### src/rtl/sea_pkg.sv
package sea_pkg;
  // Register indices; byte address is four times the index
  localparam logic [5:0] IDX_STS_GPIO3_TACH = 6'h13;
  localparam logic [5:0] IDX_STS_GPIO5 = 6'h14;
  localparam logic [5:0] IDX_STS_GPIO1 = 6'h15;
  localparam logic [5:0] IDX_EN_PERIPH = 6'h16;
  localparam logic [5:0] IDX_EN_MISC = 6'h17;
  localparam logic [5:0] IDX_EN_GPIO2 = 6'h18;
  localparam logic [5:0] IDX_EN_GPIO3_TACH = 6'h19;
  localparam logic [5:0] IDX_EN_GPIO5 = 6'h1A;
  localparam logic [5:0] IDX_EN_GPIO1 = 6'h1B;
  localparam logic [5:0] IDX_IRQ_STATUS = 6'h20;
  localparam logic [5:0] IDX_IRQ_MASK = 6'h21;

  // Values after reset
  localparam logic [7:0] RST_REG8 = 8'h00;
  localparam logic [3:0] RST_IRQ = 4'h0;

  // Implemented bits of the peripheral and misc enable registers
  localparam logic [7:0] EN_PERIPH_MASK = 8'h9E;
  localparam logic [7:0] EN_MISC_MASK = 8'hDF;
  localparam logic [4:0] EN_MISC_SRC_MASK = 5'h1F;

  // Misc enable register fields
  localparam int EN_MISC_SERIRQ_BIT = 6;
  localparam int EN_MISC_PIN_BIT = 7;

  // Interrupt status fields
  localparam int IRQ_GPIO3_TACH_BIT = 0;
  localparam int IRQ_GPIO5_BIT = 1;
  localparam int IRQ_GPIO1_BIT = 2;
  localparam int IRQ_SMI_RISE_BIT = 3;

  // AXI responses
  localparam logic [1:0] RESP_OKAY = 2'h0;
  localparam logic [1:0] RESP_SLVERR = 2'h2;
endpackage : sea_pkg

### src/rtl/sea_sync.sv
module sea_sync #(
  parameter int W = 8
) (
  // Clock and reset
  input wire logic clk,
  input wire logic rst,
  // Data
  input wire logic [W-1:0] d,
  output logic [W-1:0] q
);
  logic [W-1:0] stage1;

  // First stage feeds only the second
  always_ff @(posedge clk or posedge rst) begin
    if (rst) begin
      stage1 <= '0;
      q <= '0;
    end else begin
      stage1 <= d;
      q <= stage1;
    end
  end
endmodule : sea_sync

### src/rtl/sea_smi_aggregator.sv
// How it works
// - Each GPIO or tachometer status bit latches its input event for software.
// - GPIO and tachometer status bits clear only on a written one; zero leaves them alone.
// - An enable bit of one passes its source; zero blocks it.
// - Misc enable register bits 0 to 4 gate mouse, keyboard, SMBus, ring, port12.
// - Misc enable bit 6 puts the combined SMI into the serial IRQ stream.
// - Misc enable bit 7 drives the combined SMI onto the SMI pin.
// - With pin routing off, the SMI pin is not driven at all.
module sea_smi_aggregator
  import sea_pkg::*;
#(
  parameter int ADDR_W = 8
) (
  // Clock and reset
  input wire logic clk,
  input wire logic rst,
  // AXI4-Lite write
  input wire logic [ADDR_W-1:0] awaddr,
  input wire logic awvalid,
  output logic awready,
  input wire logic [31:0] wdata,
  input wire logic [3:0] wstrb,
  input wire logic wvalid,
  output logic wready,
  output logic [1:0] bresp,
  output logic bvalid,
  input wire logic bready,
  // AXI4-Lite read
  input wire logic [ADDR_W-1:0] araddr,
  input wire logic arvalid,
  output logic arready,
  output logic [31:0] rdata,
  output logic [1:0] rresp,
  output logic rvalid,
  input wire logic rready,
  // Event pins: GPIO groups and fan tachometer
  input wire logic [7:0] gpio3TachPins,
  input wire logic [7:0] gpio5Pins,
  input wire logic [7:0] gpio1Pins,
  input wire logic [7:0] gpio2Pins,
  // Same-clock source levels
  input wire logic [7:0] periphSrc,
  input wire logic [4:0] miscSrc,
  // SMI outputs
  output logic combinedSmi,
  output logic smiPinN,
  output logic smiPinOe,
  output logic serirqSmi,
  output logic irq
);
  logic [7:0] gpio3Sync, gpio5Sync, gpio1Sync, gpio2Sync;
  logic [7:0] sts4, sts5, sts6, en1, en2, en3, en4, en5, en6;
  logic [7:0] next_sts4, next_sts5, next_sts6, next_en1, next_en2, next_en3;
  logic [7:0] next_en4, next_en5, next_en6;
  logic [3:0] irqSts, irqMask, next_irqSts, next_irqMask, irqEvent;
  logic awHeld, wHeld, next_awHeld, next_wHeld;
  logic [ADDR_W-1:0] awAddrQ, next_awAddrQ;
  logic [7:0] wDataQ, next_wDataQ;
  logic wStrbQ, next_wStrbQ;
  logic next_awready, next_wready, next_bvalid, next_arready, next_rvalid;
  logic [1:0] next_bresp, next_rresp;
  logic [31:0] next_rdata;
  logic doWrite, readStatus, combAct;
  logic [5:0] wrIdx, rdIdx;
  logic [7:0] wrOnes4, wrOnes5, wrOnes6;
  logic next_combinedSmi, next_smiPinN, next_smiPinOe, next_serirqSmi, next_irq;

  // Pins pass two flops before use
  sea_sync #(.W(32)) u_sync (
    .clk(clk),
    .rst(rst),
    .d({gpio2Pins, gpio1Pins, gpio5Pins, gpio3TachPins}),
    .q({gpio2Sync, gpio1Sync, gpio5Sync, gpio3Sync})
  );

  function automatic logic reg_hit(input logic [5:0] idx);
    case (idx)
      IDX_STS_GPIO3_TACH, IDX_STS_GPIO5, IDX_STS_GPIO1, IDX_EN_PERIPH, IDX_EN_MISC,
      IDX_EN_GPIO2, IDX_EN_GPIO3_TACH, IDX_EN_GPIO5, IDX_EN_GPIO1, IDX_IRQ_STATUS,
      IDX_IRQ_MASK: reg_hit = 1'b1;
      default: reg_hit = 1'b0;
    endcase
  endfunction : reg_hit

  // Write path: address and data taken in either order
  assign wrIdx = awAddrQ[7:2];
  assign rdIdx = araddr[7:2];
  assign doWrite = awHeld && wHeld && !bvalid;

  always_comb begin
    next_awHeld = awHeld;
    next_wHeld = wHeld;
    next_awAddrQ = awAddrQ;
    next_wDataQ = wDataQ;
    next_wStrbQ = wStrbQ;
    next_bvalid = bvalid;
    next_bresp = bresp;
    if (awvalid && awready) begin
      next_awHeld = 1'b1;
      next_awAddrQ = awaddr;
    end
    if (wvalid && wready) begin
      next_wHeld = 1'b1;
      next_wDataQ = wdata[7:0];
      next_wStrbQ = wstrb[0];
    end
    if (bvalid && bready) begin
      next_bvalid = 1'b0;
    end
    if (doWrite) begin
      next_awHeld = 1'b0;
      next_wHeld = 1'b0;
      next_bvalid = 1'b1;
      next_bresp = reg_hit(wrIdx) ? RESP_OKAY : RESP_SLVERR;
    end
    next_awready = !next_awHeld;
    next_wready = !next_wHeld;
  end

  // Read path: one read at a time, data registered
  always_comb begin
    next_rvalid = rvalid;
    next_rdata = rdata;
    next_rresp = rresp;
    readStatus = 1'b0;
    if (rvalid && rready) begin
      next_rvalid = 1'b0;
    end
    if (arvalid && arready) begin
      next_rvalid = 1'b1;
      next_rresp = reg_hit(rdIdx) ? RESP_OKAY : RESP_SLVERR;
      readStatus = (rdIdx == IDX_IRQ_STATUS);
      case (rdIdx)
        IDX_STS_GPIO3_TACH: next_rdata = {24'h00_0000, sts4};
        IDX_STS_GPIO5: next_rdata = {24'h00_0000, sts5};
        IDX_STS_GPIO1: next_rdata = {24'h00_0000, sts6};
        IDX_EN_PERIPH: next_rdata = {24'h00_0000, en1};
        IDX_EN_MISC: next_rdata = {24'h00_0000, en2};
        IDX_EN_GPIO2: next_rdata = {24'h00_0000, en3};
        IDX_EN_GPIO3_TACH: next_rdata = {24'h00_0000, en4};
        IDX_EN_GPIO5: next_rdata = {24'h00_0000, en5};
        IDX_EN_GPIO1: next_rdata = {24'h00_0000, en6};
        IDX_IRQ_STATUS: next_rdata = {28'h000_0000, irqSts};
        IDX_IRQ_MASK: next_rdata = {28'h000_0000, irqMask};
        default: next_rdata = 32'h0000_0000;
      endcase
    end
    next_arready = !next_rvalid;
  end

  // Register file
  always_comb begin
    wrOnes4 = 8'h00;
    wrOnes5 = 8'h00;
    wrOnes6 = 8'h00;
    next_en1 = en1;
    next_en2 = en2;
    next_en3 = en3;
    next_en4 = en4;
    next_en5 = en5;
    next_en6 = en6;
    next_irqMask = irqMask;
    if (doWrite && wStrbQ) begin
      case (wrIdx)
        IDX_STS_GPIO3_TACH: wrOnes4 = wDataQ;
        IDX_STS_GPIO5: wrOnes5 = wDataQ;
        IDX_STS_GPIO1: wrOnes6 = wDataQ;
        IDX_EN_PERIPH: next_en1 = wDataQ & EN_PERIPH_MASK;
        IDX_EN_MISC: next_en2 = wDataQ & EN_MISC_MASK;
        IDX_EN_GPIO2: next_en3 = wDataQ;
        IDX_EN_GPIO3_TACH: next_en4 = wDataQ;
        IDX_EN_GPIO5: next_en5 = wDataQ;
        IDX_EN_GPIO1: next_en6 = wDataQ;
        IDX_IRQ_MASK: next_irqMask = wDataQ[3:0];
        default: next_en1 = en1;
      endcase
    end
    // Set wins over a clear in the same cycle
    next_sts4 = (sts4 & ~wrOnes4) | gpio3Sync;
    next_sts5 = (sts5 & ~wrOnes5) | gpio5Sync;
    next_sts6 = (sts6 & ~wrOnes6) | gpio1Sync;
    irqEvent[IRQ_GPIO3_TACH_BIT] = |(gpio3Sync & ~sts4);
    irqEvent[IRQ_GPIO5_BIT] = |(gpio5Sync & ~sts5);
    irqEvent[IRQ_GPIO1_BIT] = |(gpio1Sync & ~sts6);
    irqEvent[IRQ_SMI_RISE_BIT] = combAct && !combinedSmi;
    next_irqSts = (readStatus ? RST_IRQ : irqSts) | irqEvent;
  end

  // OR of all enabled sources
  assign combAct = |(sts4 & en4) | |(sts5 & en5) | |(sts6 & en6)
    | |(gpio2Sync & en3) | |(periphSrc & en1 & EN_PERIPH_MASK)
    | |(miscSrc & en2[4:0] & EN_MISC_SRC_MASK);

  // Pin enable trails the routing bit by one cycle
  always_comb begin
    next_combinedSmi = combAct;
    next_smiPinN = !combAct;
    next_smiPinOe = en2[EN_MISC_PIN_BIT];
    next_serirqSmi = combAct && en2[EN_MISC_SERIRQ_BIT];
    next_irq = |(irqSts & irqMask);
  end

  always_ff @(posedge clk or posedge rst) begin
    if (rst) begin
      awHeld <= 1'b0;
      wHeld <= 1'b0;
      awAddrQ <= '0;
      wDataQ <= RST_REG8;
      wStrbQ <= 1'b0;
      awready <= 1'b0;
      wready <= 1'b0;
      bvalid <= 1'b0;
      bresp <= RESP_OKAY;
      arready <= 1'b0;
      rvalid <= 1'b0;
      rdata <= 32'h0000_0000;
      rresp <= RESP_OKAY;
      sts4 <= RST_REG8;
      sts5 <= RST_REG8;
      sts6 <= RST_REG8;
      en1 <= RST_REG8;
      en2 <= RST_REG8;
      en3 <= RST_REG8;
      en4 <= RST_REG8;
      en5 <= RST_REG8;
      en6 <= RST_REG8;
      irqSts <= RST_IRQ;
      irqMask <= RST_IRQ;
      combinedSmi <= 1'b0;
      smiPinN <= 1'b1;
      smiPinOe <= 1'b0;
      serirqSmi <= 1'b0;
      irq <= 1'b0;
    end else begin
      awHeld <= next_awHeld;
      wHeld <= next_wHeld;
      awAddrQ <= next_awAddrQ;
      wDataQ <= next_wDataQ;
      wStrbQ <= next_wStrbQ;
      awready <= next_awready;
      wready <= next_wready;
      bvalid <= next_bvalid;
      bresp <= next_bresp;
      arready <= next_arready;
      rvalid <= next_rvalid;
      rdata <= next_rdata;
      rresp <= next_rresp;
      sts4 <= next_sts4;
      sts5 <= next_sts5;
      sts6 <= next_sts6;
      en1 <= next_en1;
      en2 <= next_en2;
      en3 <= next_en3;
      en4 <= next_en4;
      en5 <= next_en5;
      en6 <= next_en6;
      irqSts <= next_irqSts;
      irqMask <= next_irqMask;
      combinedSmi <= next_combinedSmi;
      smiPinN <= next_smiPinN;
      smiPinOe <= next_smiPinOe;
      serirqSmi <= next_serirqSmi;
      irq <= next_irq;
    end
  end
endmodule : sea_smi_aggregator

### config.mk
export PLATFORM = sky130hd
export DESIGN_NAME = sea_smi_aggregator
export DESIGN_NICKNAME = d
export VERILOG_FILES = /design/src/rtl/sea_pkg.sv /design/src/rtl/sea_sync.sv /design/src/rtl/sea_smi_aggregator.sv
export SDC_FILE = /design/constraint.sdc
export NUM_CORES = 1
export LEC_CHECK = 0
export CORE_MARGIN = 2
export CORE_UTILIZATION = 57
export DETAILED_ROUTE_END_ITERATION = 12
export DONT_BUFFER_PORTS = 1
export PLACE_DENSITY = 0.75
export SETUP_SLACK_MARGIN = 0.02
export SLEW_MARGIN = 20
export SYNTH_ARGS = -nofsm -noshare
export SYNTH_HDL_FRONTEND = slang
export SYNTH_SLANG_ARGS = --single-unit
### constraint.sdc
create_clock -name clk -period 6.4 [get_ports clk]
set_clock_uncertainty 0.15 [all_clocks]
set_input_delay 1.28 -clock clk [delete_from_list [all_inputs] [get_ports clk]]
set_output_delay 1.28 -clock clk [all_outputs]
set_load 0.01 [all_outputs]
# == Word-level counts from Yosys, hierarchy flattened ==
# Index checks and enable logic that the tools add are counted.
# W data, S select, Z words.
# totals
register_bits,205
latchBits,0
ram_bits,0
rom_bits,0
input_bits,104
output_inout_bits,46
word_cells,140
memories,0
# classes
addsub,0
mul,0
div,0
order_cmp,0
eq_ne,22
shift,0
muxes,23
n_bitwise,28
n_reduce_logical,36
# ops
op,count
$eq A6 B5 Y1 const B,18
$and A8 B8 Y8,11
$pmux W8 S11,1
$reduce_or A8 Y1,7
$mux W8,6
$not A8 Y8,6
$eq A6 B6 Y1 const B,4
$or A8 B8 Y8,3
$reduce_or A11 Y1,2
$reduce_and A2 Y1,7
$mux W1,13
$logic_and A1 B1 Y1,10
$reduce_or A5 Y1,2
$logic_not A1 Y1,6
$and A5 B5 Y5,1
$or A1 B1 Y1,5
$and A4 B4 Y4,1
$mux W2,2
$mux W4,1
$or A4 B4 Y4,1
$reduce_or A4 Y1,1
$reduce_bool A2 Y1,1

# == Depth between registers and ports, before layout ==
# Gate-level depths: netlist of run 1.
# depth
depth_word,9
mapped_depth,6

# == Hierarchy ==
# A second synthesis of run 1 with hierarchy kept.
# hier_totals
cells_unflattened,550
area_unflattened_um2,7282.0
# modules_own_cells
mod,n_inst,cells_each,area_per_inst_um2,seq_area_each_um2
sea_smi_aggregator,1,485,5676.7,2829.0
sea_sync,1,65,1605.3,1601.5

# == Worst setup path before layout of run 1 ==
# OpenSTA, ideal clock, no wires.
# synth_path
kind,input port to flip-flop
from,in araddr[2]
to,reg rdata[0]
setup_time_ns,0.132
arrival_ns,2.571
required_time_ns,6.118
setup_slack_ns,3.547
stages,5
path_buffers,2
cell_sequence,buf_4 > buf_2 > mux4_2 > a221oi_1 > a21oi_1
# synth_via
elab_chain_len,2
# synth_rtl
element,line_no,text
start: declaration,sea_smi_aggregator.sv:29,"input wire logic [ADDR_W-1:0] araddr,"
$eq A6 B6 Y1 or $eq A6 B5 Y1 (tied branches),sea_smi_aggregator.sv:133,case (rdIdx)
$pmux W8 S11 *,sea_smi_aggregator.sv:133,
end signal: assignment,sea_smi_aggregator.sv:246,rdata <= next_rdata;
end: declaration,sea_smi_aggregator.sv:32,"output logic [31:0] rdata,"
# Every way passes the cells marked *; elsewhere a longest branch is shown, timed or not.
# A chain may end at the register's enable or synchronous reset.

==> results of run 1 <==
## cell families (layout without fill, tap and decap cells)
| kind of cell | Yosys count | count (layout) | synth area share (%) |
|---|---|---|---|
| flip-flops | 177 | 177 | 61.4 |
| AO/OA/AOI/OAI | 100 | 100 | 9.84 |
| AND/OR/NAND/NOR | 98 | 98 | 8.02 |
| multiplexers | 81 | 81 | 14.7 |
| buffers and inverters | 84 | 71 | 5.92 |
| other | 1 | 26 | 0.0520 |
## metal layers
layer  vias up  track usage (%)
met5         -                0
met4         0             11.4
met3        33             6.64
met2       198             38.8
met1      2190             32.3
li1       1888                -
## power by group through the flow
| stage | clock [mW] | sequential [mW] | combinational, mW |
|---|---|---|---|
| after floorplan | 0 | 1.42 | 0.456 |
| after global placement | 0 | 1.54 | 0.450 |
| after detailed placement | 0 | 1.56 | 0.472 |
| after CTS | 1.12 | 1.54 | 0.476 |
| after global routing | 1.17 | 1.57 | 0.533 |
| final | 1.10 | 1.54 | 0.474 |
## through the flow
step                instances  util, %
finish                    725     63.3
global route              725     63.3
CTS                       725     63.3
detailed placement        693     58.2
global placement          693     58.2
floorplan                 566        -
## layout make-up
| type | count | area [um^2] | area share [%] |
|---|---|---|---|
| clock buffer | 18 | 439 | 5.56 |
| clock inverter | 14 | 200 | 2.54 |
| timing repair buffer | 3 | 22.5 | 0.285 |
| sequential | 177 | 4430 | 56.1 |
| inverter | 36 | 140 | 1.77 |
| tap | 172 | 215 | 2.73 |
| multi-input combinational | 305 | 2450 | 31.0 |
## path summary, 6_finish.rpt
check	to	slack, ps	cells past startpoint
hold / removal	u_sync.q[31]	190	0
min in group asynchronous	wready	760	1
setup reg to reg	sts4[1]	4050	4
hold reg to reg	u_sync.q[31]	190	0
max in group clk	smiPinN	4000	0
setup / recovery	en2[2]	3970	2
## Yosys cell counts (11+ instances only)
master and count:
nand2_1 20, a21o_1 25, nand3_1 26, dfrtp_1 176
clkbuf_1 17, inv_1 36, mux2_2 65, buf_4 27
nor2_1 12, a22oi_1 28, mux4_2 11, o22ai_1 12
## worst reg2reg max path, stage by stage, from the launching register on
cell	delay, ps
dfrtp_1	410
nand2b_1	240
nor4_2	1020
nand3_1	200
a21o_1	220
==> flow_summary.toml, run 1 <==
[run_status]
status = "complete, no violations"

[global_routing]
grt_usage_pct = 24.6
grt_pass1_wl_um = 24100
antenna_found_initial = 0
grt_max_degree = 111
overflow = 0
grt_pass1_vias = 4384

[critical_path]
arrival_ps = 2730
cp-start-kind = "input pin"
end_kind = "asynchronous set/reset pin"
critPathKind = "in2async"
r2r_start = "awAddrQ[7]"
cp.required_ps = 6700
cp_num_buf_inv = 2
path_cells = "inv_6 -> buf_4"
critical_path.top_delay_family = "buffers and inverters"
crit_slowest_cell = "buf_4"
startpoint = "rst"
max_stage_delay_ps = 810
crit_fanout = 110

[run]
maxCapViolations = 0

[clock_tree]
path_clk_slew_ps = 70
cts_sinks = 177
clockBufferDepth = 2
cts_root_buf = "clkbuf_16"
htree_levels = 4
cts_tree = "yes"
cts_inserted_buffers = 17
postCtsHoldBufs = 0
clock_latency_ps = 430
cts_resized = 0
cts_setup_buffers = 0

[detailed_routing]
dr.pass1.iters = 5
wl_per_cell_um = 21.3
wl_met2_um = 7430
drc_errors = 0
routed.top_layer = "met4"
ant_nets = 0
via_per_inst = 5.94
met1_length_um = 6370
wl_met3_um = 1140
drt-initial-drc-count = 354
wirelength_um = 15400
num_vias = 4309

[pwr]
ir_worst_vdd_mv = 0.210
seqPwrFrac_pct = 49.5
pwr-share-comb_pct = 15.2
power.leakage_nw = 3.52
p_sw_share_pct = 29.8
p_sw_mw = 0.929
clockPowerShare_pct = 35.3
p_per_area_mw_per_mm2 = 395
p_int_mw = 2.19
p_total_mw = 3.12

[cells_and_area]
diodes = 0
nets = 644
areaGrowthSynthToFinish_pct = 9.49
fin_area_mm2 = 0.00790
largestRegisters = "u_sync.q (32), u_sync.stage1 (32)"
layout_common_cells = "dfrtp_1 (176), mux2_2 (65), inv_1 (35)"
layout-drive-gt1-share_pct = 23.3
final_common_cell = "dfrtp_1"
fillers = 941

[floorplan]
die_area_mm2 = 0.0136
fp.dieH_um = 116
rows = 41
core_mm2 = 0.0125
pin_count = 150
start_util_pct = 57.8
die_w_um = 116

[synth]
synth_top_cell_by_area = "dfrtp_1"
syn_avg_cell_area_um2 = 13.3
synth-seq-cells = 177
synth_area_leaders = "dfrtp_1 (61%), mux2_2 (10%), mux4_2 (3.4%), a22oi_1 (2.9%), buf_4 (2.8%)"
synthFlopType = "dfrtp_1"
synth_edf_count = 0
ys_async_sr_fraction_pct = 100
yosysTopAreaCellShare_pct = 61.1
synthCells = 541
ys_types = 52
syn_area_mm2 = 0.00721
synth_warnings = 0
ys_seq_area_share_pct = 61.4

[timing]
fin_hold_ws_ps = 194
hold_viol = 0
drv_slew = 0
setup_slack_ps = 3970
rsz0062_at_grt = "no"
fmax_mhz = 411
finalCriticalPeriod_ps = 2430
tns_ps = 0
worst_pin_slew_ps = 1220
slew_headroom_pct = 18.1
finalCritPeriodShare_pct = 38.0
finalSetupViolations = 0

[placed_design]
place_area_mm2 = 0.00726
place_ws_ps = 3390
port-buffer-count = 0
hpwl_um = 10800
place.gp.congestion = 0.903

[hold_path]
hp-start = "u_sync.stage1[31]"
min_path_type = "reg2reg"
No activity file was read; power rests on OpenSTA's default activity.
==> inputs of run 2 (changes only) <==
--- a/config.mk
+++ b/config.mk
@@ -6,10 +6,10 @@
 export NUM_CORES = 1
 export LEC_CHECK = 0
 export CORE_MARGIN = 2
-export CORE_UTILIZATION = 57
+export CORE_UTILIZATION = 63
 export DETAILED_ROUTE_END_ITERATION = 12
 export DONT_BUFFER_PORTS = 1
-export PLACE_DENSITY = 0.75
+export PLACE_DENSITY = 0.79
 export SETUP_SLACK_MARGIN = 0.02
 export SLEW_MARGIN = 20
 export SYNTH_ARGS = -nofsm -noshare
==> constraint.sdc (replaced) <==
create_clock -name clk -period 2.4 [get_ports clk]
set_clock_uncertainty 0.15 [all_clocks]
set_input_delay 0.48 -clock clk [delete_from_list [all_inputs] [get_ports clk]]
set_output_delay 0.48 -clock clk [all_outputs]
set_load 0.01 [all_outputs]
==> run 2 against run 1 <==
Net effect:
- die area decreased by 9.2%
- sequential cell count unchanged
- register-to-register slack got worse by 3800 ps
- sequential share of layout area decreased by 2.2 points
- routed wire length increased by 2.6%
- first-iteration DRC count increased by 29%
- cell count increased by 1.4%
- clock-buffer cell count increased by 1
- sequential power increased to 2.7 times the previous value
- via count increased by 5.1%
==> flow_summary.toml, run 2 (synthesis gave the netlist of run 1 again) <==
[run_status]
status = "complete, no violations"

[critical_path]
reg2reg_depth = 4
cp.required_ps = 2560
cp_num_buf_inv = 0
critical_path.top_delay_family = "simple AND/OR/NAND/NOR gates"
crit_fanout = 8
path_cells = "nand4b_1 -> nor4_4 -> nand2_2 -> mux2_2"
cp-start-kind = "register"
max_stage_delay_ps = 460
critPathKind = "reg2reg"
arrival_ps = 2310
end_kind = "register"
crit_slowest_cell = "nor4_4"
rr_endpoint = "en4[2]"
r2r_start = "bvalid"
worst-path-stages = 4
r2r_setup_slack_ps = 250

[clock_tree]
htree_levels = 4
cts_inserted_buffers = 17
clockBufferDepth = 2
cts_setup_buffers = 0
path_clk_slew_ps = 60
cts_tree = "yes"
cts_root_buf = "clkbuf_16"
clock_latency_ps = 430
cts_sinks = 177

[timing]
slew_headroom_pct = 52.2
finalSetupViolations = 0
worst_pin_slew_ps = 711
hold_viol = 0
finalCriticalPeriod_ps = 2150
rsz0062_at_grt = "no"
fmax_mhz = 465
drv_slew = 0
fin_hold_ws_ps = 27.6
finalCritPeriodShare_pct = 89.7

[placed_design]
place_area_mm2 = 0.00728
dp_cells = 669
port-buffer-count = 0
place.gp.congestion = 0.937
hpwl_um = 10600

[global_routing]
grt_max_degree = 117
use_met3_pct = 8.91
grt_pass1_wl_um = 25100
antenna_found_initial = 0
groute.layer.met1.usage_pct = 35.8
grt_usage_pct = 27.5
busiest_layer = "met2"
grt_pass1_vias = 4662
overflow = 0
grt_use_met2_pct = 43.1

[cells_and_area]
nets = 683
layout-drive-gt1-share_pct = 22.6
layout_common_cells = "dfrtp_1 (176), mux2_2 (65), inv_1 (35)"
diodes = 0
fin_area_mm2 = 0.00822
final_common_cell = "dfrtp_1"
areaGrowthSynthToFinish_pct = 14.0
largestRegisters = "u_sync.q (32), u_sync.stage1 (32)"
finalNonFillerCells = 735

[hold_path]
hp-start = "wstrb[0]"
min_path_cells = 2
min_path_type = "in2reg"
worstHoldEndpoint = "wStrbQ"

[detailed_routing]
ant_nets = 0
dr.pass1.iters = 5
num_vias = 4527
wl_per_cell_um = 21.6
wirelength_um = 15800
drc_errors = 0
drt-initial-drc-count = 457
via_per_inst = 6.16

[floorplan]
pin_count = 150
rows = 39
start_util_pct = 64.0
die_area_mm2 = 0.0123
core_mm2 = 0.0113
fp.dieH_um = 111
die_w_um = 111

[run]
maxCapViolations = 0

[pwr]
ir_worst_vdd_mv = 0.727
p_per_area_mw_per_mm2 = 1010
power.leakage_nw = 3.66
## run 2: changes by cell type in the layout (fill, tap and decap cells not counted)
| cell | previous run | this run |
|---|---|---|
| buf_12 | 0 | 2 |
| buf_4 | 3 | 6 |
| bufinv_16 | 4 | 2 |
| clkbuf_8 | 1 | 2 |
| clkinv_4 | 2 | 0 |
| clkinvlp_4 | 0 | 4 |
| dlygate4sd3_1 | 0 | 34 |
| inv_6 | 7 | 5 |
| inv_8 | 0 | 1 |
## run 2: worst reg2reg max path: cells and delay by family, from the launching register on
kind             cells  cell delay, ps
flip-flops           1             440
multiplexers         1             350
AND/OR/NAND/NOR      3            1090
## run 2: power breakdown
group	leakage, nW	switching, mW	total (mW)	internal (mW)
sequential	2.11	0.652	4.11	3.46
clock	0.289	1.17	2.78	1.61
combinational	1.26	0.701	1.41	0.707
## run 2: repair_timing
item,4_1_cts,5_1_grt
resized for setup,0,0
endpoints found under the hold margin,93,0
hold buffers,34,0
## run 2: final cells by class
type                       instances  area (um^2)
clock buffer                      19          453
tap                              143          179
fill                             717         3050
timing repair buffer              42          425
inverter                          36          139
clock inverter                    13          148
sequential                       177         4430
multi-input combinational        305         2450
## run 2: per-layer routing
| metal | vias to the layer above | wire length, um |
|---|---|---|
| met3 | 40 | 1070 |
| met4 | 0 | 503 |
| met2 | 206 | 7820 |
| met1 | 2305 | 6450 |
| li1 | 1976 | - |
| met5 | - | 0 |
## run 2: worst max path at each step
stage	startpoint	end	slack [ps]
after floorplan	rst	arready	-500
after global placement	bvalid	en6[6]	360
after detailed placement	bvalid	en6[4]	290
after CTS	bvalid	en6[4]	280
after global routing	bvalid	en6[3]	170
final	bvalid	en4[2]	250
## run 2: metrics by stage
step	setup TNS [ps]	setup slack [ps]	utilization [%]	total power, mW
2_1_floorplan	-87260	-496	-	5.01
3_3_place_gp	0	355	64.6	5.40
3_5_place_dp	0	292	64.6	5.49
4_1_cts	0	280	72.9	8.31
5_1_grt	0	168	72.9	8.66
6_report	0	248	72.9	8.29
==> inputs of run 3 (changes only) <==
--- a/config.mk
+++ b/config.mk
@@ -5,6 +5,7 @@
 export SDC_FILE = /design/constraint.sdc
 export NUM_CORES = 1
 export LEC_CHECK = 0
+export CORE_ASPECT_RATIO = 2
 export CORE_MARGIN = 2
 export CORE_UTILIZATION = 63
 export DETAILED_ROUTE_END_ITERATION = 12
@@ -14,4 +15,5 @@
 export SLEW_MARGIN = 20
 export SYNTH_ARGS = -nofsm -noshare
 export SYNTH_HDL_FRONTEND = slang
+export SYNTH_HIERARCHICAL = 1
 export SYNTH_SLANG_ARGS = --single-unit
==> run 3 against run 2 <==
Net effect:
- sequential power up 3%
- combinational power up 11%
- global-route usage up 3.1 points
- critical path depth down 1
- largest cell class unchanged
- largest power group unchanged
- highest routed layer unchanged
==> flow_summary.toml, run 3 <==
[clock_tree]
cts_inserted_buffers = 17
htree_levels = 4
path_clk_slew_ps = 70
cts_root_buf = "clkbuf_16"
clockBufferDepth = 2
cts_resized = 0
clock_latency_ps = 430
cts_tree = "yes"
cts_sinks = 177

[critical_path]
critical_path.top_delay_family = "simple AND/OR/NAND/NOR gates"
startpoint = "awAddrQ[3]"
cp-start-kind = "register"
cp_num_buf_inv = 0
arrival_ps = 2280
max_stage_delay_ps = 530
cp.required_ps = 2560
critPathKind = "reg2reg"
path_cells = "nor4b_1 -> nand4b_1 -> mux2_2"
crit_slowest_cell = "dfrtp_1"
r2r_start = "awAddrQ[3]"
crit_fanout = 11
end_kind = "register"

[synth]
syn_avg_cell_area_um2 = 13.2
synth-seq-cells = 177
ys_types = 53
yosysMostFrequentCell = "dfrtp_1"
synth_area_leaders = "dfrtp_1 (60%), mux2_2 (10%), mux4_2 (3.4%), a22oi_1 (3.1%), buf_4 (2.8%)"
synth_common_cells = "dfrtp_1 (176), mux2_2 (66), inv_1 (35)"
ys_seq_area_share_pct = 60.8
yosysTopAreaCellShare_pct = 60.5
synthCells = 550
synthFlopType = "dfrtp_1"
syn_area_mm2 = 0.00728
ys_async_sr_fraction_pct = 100
synth_warnings = 6
synth_top_cell_by_area = "dfrtp_1"
synth_edf_count = 0

[timing]
slew_headroom_pct = 57.1
rsz0062_at_grt = "no"
tns_ps = 0
finalSetupViolations = 0
fin_hold_ws_ps = 10.4
finalCriticalPeriod_ps = 2120
setup_slack_ps = 283
hold_viol = 0
fmax_mhz = 472
drv_slew = 0
finalCritPeriodShare_pct = 88.2
worst_pin_slew_ps = 643

[global_routing]
grt_usage_pct = 30.6
grt_pass1_vias = 5058
overflow = 0
antenna_found_initial = 0
grt_pass1_wl_um = 27200
grt_max_degree = 114

[floorplan]
fp.dieH_um = 156
rows = 55
pin_count = 150
core_mm2 = 0.0113
start_util_pct = 64.5
die_w_um = 80.0
die_area_mm2 = 0.0125

[detailed_routing]
dr.pass1.iters = 6
ant_nets = 0
num_vias = 4707
drc_errors = 0
via_per_inst = 6.34
wl_per_cell_um = 24.0
drt-initial-drc-count = 270
wirelength_um = 17800

[placed_design]
hpwl_um = 12900
place.gp.congestion = 0.958
place_area_mm2 = 0.00736
port-buffer-count = 0
place_ws_ps = 374

[pwr]
ir_worst_vdd_mv = 0.860
power.leakage_nw = 3.76
p_per_area_mw_per_mm2 = 1040

[hold_path]
min_path_type = "in2reg"
hp-start = "bready"

[cells_and_area]
layout-drive-gt1-share_pct = 22.8
diodes = 0
final_common_cell = "dfrtp_1"
nets = 691
areaGrowthSynthToFinish_pct = 13.8
largestRegisters = "u_sync/q (32), u_sync/stage1 (32)"
layout_common_cells = "dfrtp_1 (176), mux2_2 (66), inv_1 (33), dlygate4sd3_1 (33), nand3_1 (31)"
fin_area_mm2 = 0.00829

[run]
maxCapViolations = 0

[run_status]
status = "complete, no violations"
## run 3: layout make-up
class / count / area [um^2]
Inverter: 35 / 135
Multi-Input combinational cell: 312 / 2510
Timing Repair Buffer: 44 / 438
Clock inverter: 13 / 153
Fill cell: 737 / 3000
Tap cell: 142 / 178
Clock buffer: 19 / 443
Sequential cell: 177 / 4430
## run 3: worst paths after layout
check | end | slack [ps] | depth (start not counted)
worst min-delay path | bvalid | 10 | 1
worst max register to register | irqMask[1] | 280 | 3
worst min register to register | u_sync/q[9] | 200 | 0
min in group asynchronous | u_sync/stage1[24] | 460 | 2
worst max-delay path | irqMask[1] | 280 | 3
max in group asynchronous | rresp[1] | 1020 | 3
## run 3: power by group
group	internal [mW]	switching (mW)
combinational	0.801	0.766
clock	1.58	1.17
sequential	3.51	0.746
total	5.89	2.69
## run 3: worst register-to-register path, delay by kind of cell (launching register included)
| kind | cells | cell delay [ps] |
|---|---|---|
| simple gates | 2 | 910 |
| flops | 1 | 530 |
| mux | 1 | 400 |
## run 3: repair_timing
action,CTS,global route
setup buffers,0,0
hold endpoints to repair,168,0
hold buffers,33,0
## run 3: routing by layer
layer | vias up | routed length (um) | track usage (%)
met5 | - | 0 | 0
met4 | 0 | 1230 | 22.9
met3 | 64 | 1080 | 6.89
met2 | 206 | 9650 | 51.6
met1 | 2406 | 5860 | 32.4
li1 | 2031 | - | -
## run 3: through the flow
step	power (mW)	util [%]	instances
3_5_place_dp	5.81	65.2	677
3_3_place_gp	5.71	65.2	677
4_1_cts	8.60	73.4	742
6_report	8.58	73.4	742
5_1_grt	8.98	73.4	742
2_1_floorplan	5.22	-	575
## run 3: cell families after synthesis
| logic type | after synthesis | share of synthesized area, % |
|---|---|---|
| muxes | 78 | 13.7 |
| and+or+nand+nor | 104 | 9.07 |
| buffers and inverters | 86 | 5.98 |
| DFF | 177 | 60.8 |
| other | 1 | 0.0515 |
| AOI/OAI and AO/OA | 104 | 10.3 |
